## config.mk

```make
export PLATFORM = sky130hd
export DESIGN_NAME = rpc_reset_pin_controller
export DESIGN_NICKNAME = d
export VERILOG_FILES = /design/src/core/rpc_pkg.sv /design/src/core/rpc_reset_pin_controller.sv /design/src/core/rpc_sync.sv
export SDC_FILE = /design/constraint.sdc
export NUM_CORES = 1
export LEC_CHECK = 0
export BUFFER_PORTS_ARGS = -buffer_cell sky130_fd_sc_hd__buf_4
export CAP_MARGIN = 20
export CORE_AREA = 2 2 39 41
export DETAILED_ROUTE_END_ITERATION = 12
export DIE_AREA = 0 0 41 43
export PLACE_DENSITY = 0.76
export SLEW_MARGIN = 20
export SYNTH_ARGS = -nofsm -noshare
export SYNTH_HDL_FRONTEND = slang
export SYNTH_SLANG_ARGS = --single-unit
```

## constraint.sdc

```tcl
create_clock -name mclk -period 3.7 [get_ports mclk]
set_input_delay 0.74 -clock mclk [delete_from_list [all_inputs] [get_ports mclk]]
set_output_delay 0.74 -clock mclk [all_outputs]
set_load 0.05 [all_outputs]
```

## src/core/rpc_pkg.sv

```systemverilog
package rpc_pkg;
    // ==========================================================
    // Timing constants
    // ==========================================================
    localparam int          CLK_PERIOD_NS    = 10;        // System clock period
    localparam int          DRIVE_LOW_CYCLES = 6;         // Drive-low interval in system clocks
    localparam logic [3:0]  DRIVE_CNT_LAST   = 4'(DRIVE_LOW_CYCLES - 1); // Last count value
    localparam logic [3:0]  DRIVE_CNT_RST    = 4'h0;      // Counter value after reset
    localparam int          POR_HOLD_CYCLES  = 4;         // Stretch of power-on reset after release
    localparam logic [3:0]  POR_CNT_LAST     = 4'(POR_HOLD_CYCLES - 1);
    localparam logic [1:0]  SYNC_RST         = 2'h3;      // Synchroniser idles at pin high

    // ==========================================================
    // Soft reset pin sequencer states (Gray along sense-drive loop)
    // ==========================================================
    typedef enum logic [1:0] {
        RPC_IDLE  = 2'b00,  // Pin high, core running
        RPC_DRIVE = 2'b01,  // Driving pin low
        RPC_SENSE = 2'b11   // Pin released, settling and sampling
    } rpc_state_e;

    // ==========================================================
    // Reset outputs toward the chip domains
    // ==========================================================
    typedef struct packed {
        logic porRstN;   // Whole chip except RTC, active low
        logic coreRstN;  // CPU, registers and peripherals, active low
        logic runEn;     // Execution allowed
    } rpc_rst_s;
endpackage : rpc_pkg

```

## src/core/rpc_reset_pin_controller.sv

```systemverilog
// What this block does
// Power reset pin low holds device reset
// Power reset release gives full POR, then run
// Soft reset pin low keeps core reset
// Soft reset release resets core, registers, peripherals
// Soft reset spares POR, RTC, debug state
// Sensed low pin driven low six cycles
// Release, resample, repeat until pin high
// Synchronise soft reset pin before use
`timescale 1ns/1ns
module rpc_reset_pin_controller
    import rpc_pkg::*;
(
    input  wire logic mclk,
    input  wire logic nrst,
    input  wire logic hwPowerResetInN,   // Power reset pin, active low
    input  wire logic softResetIoNIn,    // Soft reset pin level
    output logic      softResetIoNOut,   // Soft reset pin drive value
    output logic      softResetIoNOe,    // Soft reset pin drive enable
    output rpc_rst_s  rstOut             // Domain resets
);
    // ==========================================================
    // Declarations
    // ==========================================================
    logic       pinSync;       // Synchronised soft pin
    rpc_state_e state_r;       // Sequencer state
    rpc_state_e state_nxt;     // Next state
    logic [3:0] driveCnt_r;    // Drive-low counter
    logic [3:0] porCnt_r;      // Power-on stretch counter
    logic       porDone_r;     // POR stretch complete
    logic       oe_r;          // Drive enable register
    logic       coreRstN_r;    // Core reset register
    logic       porRstN_r;     // POR register

    // ==========================================================
    // Counter helpers
    // ==========================================================
    // True when a 4-bit count has reached its last value
    function automatic logic cnt_hit(input logic [3:0] cnt, input logic [3:0] last);
        return (cnt == last);
    endfunction : cnt_hit

    // Next value of a 4-bit up-counter, carry dropped on purpose
    function automatic logic [3:0] cnt_step(input logic [3:0] cnt);
        return cnt + 4'h1;
    endfunction : cnt_step

    // ==========================================================
    // Pin synchroniser
    // ==========================================================
    rpc_sync u_sync (
        .mclk (mclk),
        .nrst (nrst),
        .din  (softResetIoNIn),
        .dout (pinSync)
    );

    // ==========================================================
    // Power reset handling
    // ==========================================================
    // Hold POR while pin low, stretch a few cycles after release
    always_ff @(posedge mclk or negedge nrst) begin
        if (!nrst) begin
            porCnt_r  <= DRIVE_CNT_RST;
            porDone_r <= 1'b0;
            porRstN_r <= 1'b0;
        end else if (!hwPowerResetInN) begin
            // Pin low wins over a finishing stretch
            porCnt_r  <= DRIVE_CNT_RST;
            porDone_r <= 1'b0;
            porRstN_r <= 1'b0;
        end else if (!porDone_r) begin
            if (cnt_hit(porCnt_r, POR_CNT_LAST)) begin
                porDone_r <= 1'b1;
                porRstN_r <= 1'b1;
            end else begin
                porCnt_r <= cnt_step(porCnt_r);
            end
        end
    end

    // ==========================================================
    // Soft reset sequencer
    // ==========================================================
    // Next state: sense low, drive, release, resample
    always_comb begin
        state_nxt = state_r;
        case (state_r)
            RPC_IDLE: begin
                if (!pinSync) begin
                    state_nxt = RPC_DRIVE;
                end
            end
            RPC_DRIVE: begin
                if (cnt_hit(driveCnt_r, DRIVE_CNT_LAST)) begin
                    state_nxt = RPC_SENSE;
                end
            end
            RPC_SENSE: begin
                // Wait for released pin to pass synchroniser
                // before the level is trusted again
                if (cnt_hit(driveCnt_r, DRIVE_CNT_LAST)) begin
                    state_nxt = pinSync ? RPC_IDLE : RPC_DRIVE;
                end
            end
            default: begin
                state_nxt = RPC_IDLE;
            end
        endcase
    end

    // State register, held idle during POR
    always_ff @(posedge mclk or negedge nrst) begin
        if (!nrst) begin
            state_r <= RPC_IDLE;
        end else if (!porRstN_r) begin
            state_r <= RPC_IDLE;
        end else begin
            state_r <= state_nxt;
        end
    end

    // Counter for drive interval and sense settle
    always_ff @(posedge mclk or negedge nrst) begin
        if (!nrst) begin
            driveCnt_r <= DRIVE_CNT_RST;
        end else if (state_nxt != state_r || state_r == RPC_IDLE) begin
            driveCnt_r <= DRIVE_CNT_RST;
        end else if (state_r == RPC_DRIVE) begin
            driveCnt_r <= cnt_step(driveCnt_r);
        end else if (!cnt_hit(driveCnt_r, DRIVE_CNT_LAST)) begin
            // Sense count parks at its last value until the state moves
            driveCnt_r <= cnt_step(driveCnt_r);
        end
    end

    // Pin drive: enable registered from next state, so high in cycles whose state is drive, except after an edge that saw the power pin low
    always_ff @(posedge mclk or negedge nrst) begin
        if (!nrst) begin
            oe_r <= 1'b0;
        end else begin
            // Power pin low stops the drive at once
            oe_r <= hwPowerResetInN && porRstN_r && (state_nxt == RPC_DRIVE);
        end
    end

    // Core reset low while sequence active or POR
    // Power pin low drops it on the same edge as POR, so no extra run cycle
    always_ff @(posedge mclk or negedge nrst) begin
        if (!nrst) begin
            coreRstN_r <= 1'b0;
        end else begin
            coreRstN_r <= hwPowerResetInN && porRstN_r && (state_nxt == RPC_IDLE);
        end
    end

    // ==========================================================
    // Outputs, registered except the constant drive value
    // ==========================================================
    assign softResetIoNOut  = 1'b0;   // Constant low drive, only enable toggles
    assign softResetIoNOe   = oe_r;
    // POR rail not touched by soft reset
    assign rstOut.porRstN   = porRstN_r;
    assign rstOut.coreRstN  = coreRstN_r;
    assign rstOut.runEn     = coreRstN_r;

    // ==========================================================
    // Checks
    // ==========================================================
    chk_por_hold: assert property (@(posedge mclk) disable iff (!nrst)
        !hwPowerResetInN |=> !rstOut.porRstN && !rstOut.runEn)
        else $error("POR not held while power pin low");

    chk_por_release: assert property (@(posedge mclk) disable iff (!nrst)
        $rose(hwPowerResetInN) |-> ##[1:6] rstOut.porRstN)
        else $error("POR not released after power pin high");

    chk_soft_hold: assert property (@(posedge mclk) disable iff (!nrst)
        (state_r != RPC_IDLE) |-> !rstOut.coreRstN)
        else $error("Core not held in soft reset");

    chk_core_release: assert property (@(posedge mclk) disable iff (!nrst)
        (hwPowerResetInN && porRstN_r && state_r == RPC_SENSE && state_nxt == RPC_IDLE) |=> rstOut.coreRstN)
        else $error("Core not released after pin high");

    chk_por_spared: assert property (@(posedge mclk) disable iff (!nrst)
        (rstOut.porRstN && hwPowerResetInN && state_r != RPC_IDLE) |=> rstOut.porRstN)
        else $error("Soft reset disturbed POR");

    chk_drive_len: assert property (@(posedge mclk) disable iff (!nrst)
        (hwPowerResetInN && $rose(softResetIoNOe)) |-> softResetIoNOe[*6] ##1 !softResetIoNOe)
        else $error("Drive low not six cycles");

    chk_resample: assert property (@(posedge mclk) disable iff (!nrst)
        (state_r == RPC_SENSE) |-> !softResetIoNOe)
        else $error("Pin driven during sense");

    // Sequencer may only act on the pin level seen two edges back
    chk_sync_gate: assert property (@(posedge mclk) disable iff (!nrst)
        (state_r == RPC_IDLE && porRstN_r && $past(softResetIoNIn, 2))
        |=> state_r == RPC_IDLE)
        else $error("Sequencer left idle without synced low");

    cov_soft_cycle: cover property (@(posedge mclk) disable iff (!nrst)
        state_r == RPC_SENSE ##1 state_r == RPC_IDLE);
    cov_repeat: cover property (@(posedge mclk) disable iff (!nrst)
        state_r == RPC_SENSE ##1 state_r == RPC_DRIVE);
    cov_por: cover property (@(posedge mclk) disable iff (!nrst)
        $rose(rstOut.porRstN));

    chk_core_por: assert property (@(posedge mclk) disable iff (!nrst)
        !rstOut.porRstN |-> !rstOut.coreRstN && !rstOut.runEn)
        else $error("Core running while POR active");

    chk_drive_gap: assert property (@(posedge mclk) disable iff (!nrst)
        (porRstN_r && $fell(softResetIoNOe)) |-> !softResetIoNOe[*6])
        else $error("Pin not released for a full sense window");

    chk_power_drop: assert property (@(posedge mclk) disable iff (!nrst)
        !hwPowerResetInN |=> !softResetIoNOe)
        else $error("Soft pin driven during power reset");

    // Drive burst start and power cut while running
    cov_drive_start: cover property (@(posedge mclk) disable iff (!nrst)
        $rose(softResetIoNOe));
    cov_power_cut: cover property (@(posedge mclk) disable iff (!nrst)
        $fell(rstOut.porRstN));
endmodule : rpc_reset_pin_controller

```

## src/core/rpc_sync.sv

```systemverilog
`timescale 1ns/1ns
// ==========================================================
// Two-stage level synchroniser
// ==========================================================
module rpc_sync
    import rpc_pkg::*;
(
    input  wire logic mclk,
    input  wire logic nrst,
    input  wire logic din,
    output logic      dout
);
    logic [1:0] stage_r;  // Stage 0 read only by stage 1

    // Shift chain, idles high
    always_ff @(posedge mclk or negedge nrst) begin
        if (!nrst) begin
            stage_r <= SYNC_RST;
        end else begin
            stage_r <= {stage_r[0], din};
        end
    end

    assign dout = stage_r[1];
endmodule : rpc_sync

```

==> qor.yml <==
worst_setup_path:
  crit_family: "flip-flops"
  slowest_delay_ps: 410
  critPathKind: "register to primary output"
  startpoint_type: "register"
  critical-path-slowest-cell: "dfrtp_1"
  cp.buffers_inverters: 1
  end_kind: "primary output"
  crit_chain: "buf_4"
  cp_data_arrival_time_ps: 890
  crit_path_max_fanout: 5
  cp_data_required_time_ps: 2960
flow_run:
  max_cap_viol_count: 0
floorplan:
  top_level_ports: 9
  num_rows: 14
  die_area_um2: 1760
  initial_core_util_pct: 53.3
  fp.dieW_um: 41
  fp.dieH_um: 43
  fp.coreArea_um2: 1380
power_and_ir_drop:
  p_per_area_nw_per_um2: 464
  leakage_nw: 0.386
  ir_drop_mv: 0.363
sta:
  drv_slew: 0
  hold_viol_final: 0
  timing.hold.ws_ps: 301
  fin_crit_ps: 1630
  setup-tns-final_ps: 0
  rsz0062_at_grt: "no"
  fin_crit_sh_pct: 44.1
  setup_viol: 0
  max_clock_freq_mhz: 614
  skew_ps: 2.48
synthesis:
  yosysUniqueCellTypes: 25
  netlist_area_um2: 737
  ys_seq_area_share_pct: 54.7
  synth_top_area_share_pct: 47.5
  synth_nets: 71
  yosys.area.top_type: "dfrtp_1"
  yosysWarningCount: 0
  async_reset_ff_share_pct: 100
  ys_ff_latch: 16
  ys.flop_type: "dfrtp_1"
  netlist_instances: 64
  synth-edff-count: 0
  syn_avg_cell_area_um2: 11.5
  synth_area_leaders: "dfrtp_1 (48%), dfstp_2 (7.1%), mux2i_1 (5.4%)"
global_route:
  grt_pass1_vias: 441
  grt_util_all_layers_pct: 15.4
  overflow: 0
  grt_pass1_wl_um: 1770
  antenna_found_initial: 0
  grt_start_max_net_pins: 17
cts:
  holdBufCountCts: 0
  clk-insertion-delay-late_ps: 280
  numCtsBuffers: 3
  root_buffer: "clkbuf_4"
  clock_sinks: 16
  path_clk_slew_ps: 90
  cts_tree: "done"
  cts.path.max_buffers: 2
  cts_setup_buffers: 0
  ctsHtreeMaxLevel: 1
  ctsResizeCount: 0
route:
  detail-route-antenna-nets: 0
  wirelength_um: 1060
  drc: 0
  wl_per_cell_um: 12.3
  vias: 440
  avgViaCountPerCell: 5.12
  drt_pass1_iterations: 2
  dr.first_iter.drc_count: 1
cells_and_area:
  final_util_pct: 58.0
  diodes: 0
  fin_area_um2: 802
  drive_gt1_share_pct: 21.4
  fillers: 128
  nets: 78
  fin_cells: 86
  area_growth_pct: 8.83
placement:
  dp.cells: 82
  dp_hpwl_um: 792
  portBuffers: 7
  gp_congestion: 0.680
  place_area_um2: 776
hold_path:
  hp-class: "primary input to asynchronous set/reset pin"
outcome:
  status: "complete, no violations"
## cell type report
| cell class | count | area, µm² | area share, % |
|---|---|---|---|
| tap | 16 | 20.0 | 2.50 |
| sequential | 16 | 403 | 50.2 |
| inverter | 1 | 3.75 | 0.468 |
| timing repair buffer | 7 | 52.6 | 6.55 |
| multi-input combinational | 42 | 297 | 37.0 |
| clock buffer | 4 | 26.3 | 3.28 |
## power by group
| group | internal (mW) | switching, mW | leakage [nW] | total, mW |
|---|---|---|---|---|
| sequential | 0.192 | 0.0155 | 0.214 | 0.207 |
| combinational | 0.0308 | 0.0427 | 0.157 | 0.0735 |
| clock | 0.0418 | 0.0496 | 0.0150 | 0.0913 |
| total | 0.265 | 0.108 | 0.386 | 0.372 |
## synthesized netlist by cell type (all sizes together) (2+ instances only)
cell     n
dfrtp   14
nor2     6
nand2    5
buf      4
mux2i    4
nand2b   4
and2     3
ha       3
nor2b    3
a21oi    2
dfstp    2
xnor2    2
## worst register-to-register path: cells and delay by family (launching register included)
family	cells	cell delay, ps
DFF	1	400
muxes	1	300
buffers and inverters	1	60
and+or+nand+nor	2	410
adders and majority gates	1	160
## state kept, by name, summed over array words and instances (netlist names)
register        cells
coreRstN_r          1
driveCnt_r          4
porCnt_r            4
porDone_r           1
porRstN_r           1
softResetIoNOe      1
state_r             2
u_sync.stage_r      2
## metrics by stage
step	setup WS [ps]	total power, mW
after floorplan	2370	0.268
after detailed placement	2330	0.285
after global routing	2020	0.394
final	2070	0.372
after global placement	2370	0.281
after CTS	2060	0.379
## cells in the final DEF (no fill, tap or decap), types with 2 or more instances in the layout
cell       n
buf_4      7
clkbuf_4   3
ha_1       3
dfstp_2    2
nor2_1     6
nand2_1    5
dfrtp_1   14
xnor2_1    2
nand2b_1   4
and2_1     3
mux2i_1    4
nor2b_1    3
## logic make-up after synthesis
| family | share of synthesized area [%] |
|---|---|
| and+or+nand+nor | 20.9 |
| DFF | 54.7 |
| buffers and inverters | 5.09 |
| AOI/OAI and AO/OA | 5.94 |
| muxes | 5.43 |
| adders and majority gates | 5.09 |
| xor gates and xnor gates | 2.38 |
| other | 0.509 |
## routing by layer
| layer | track usage [%] | vias to the layer above | wire length (µm) |
|---|---|---|---|
| met1 | 16.8 | 212 | 445 |
| met4 | 10.0 | 0 | 16 |
| li1 | - | 220 | - |
| met3 | 4.71 | 2 | 26 |
| met5 | 0 | - | 0 |
| met2 | 24.4 | 6 | 573 |
## path summary, 6_finish.rpt
path                                endpoint  cells after the start               from  slack [ps]
max reg2reg                       state_r[1]                      5      driveCnt_r[1]        2320
max                                rstOut[2]                      1          porRstN_r        2070
min                              porCnt_r[1]                      1               nrst         300
min reg2reg                u_sync.stage_r[1]                      0  u_sync.stage_r[0]         360
min in group mclk          u_sync.stage_r[1]                      0  u_sync.stage_r[0]         360
max in group asynchronous  u_sync.stage_r[1]                      1               nrst        3150
No activity file was read; power rests on OpenSTA's default activity.
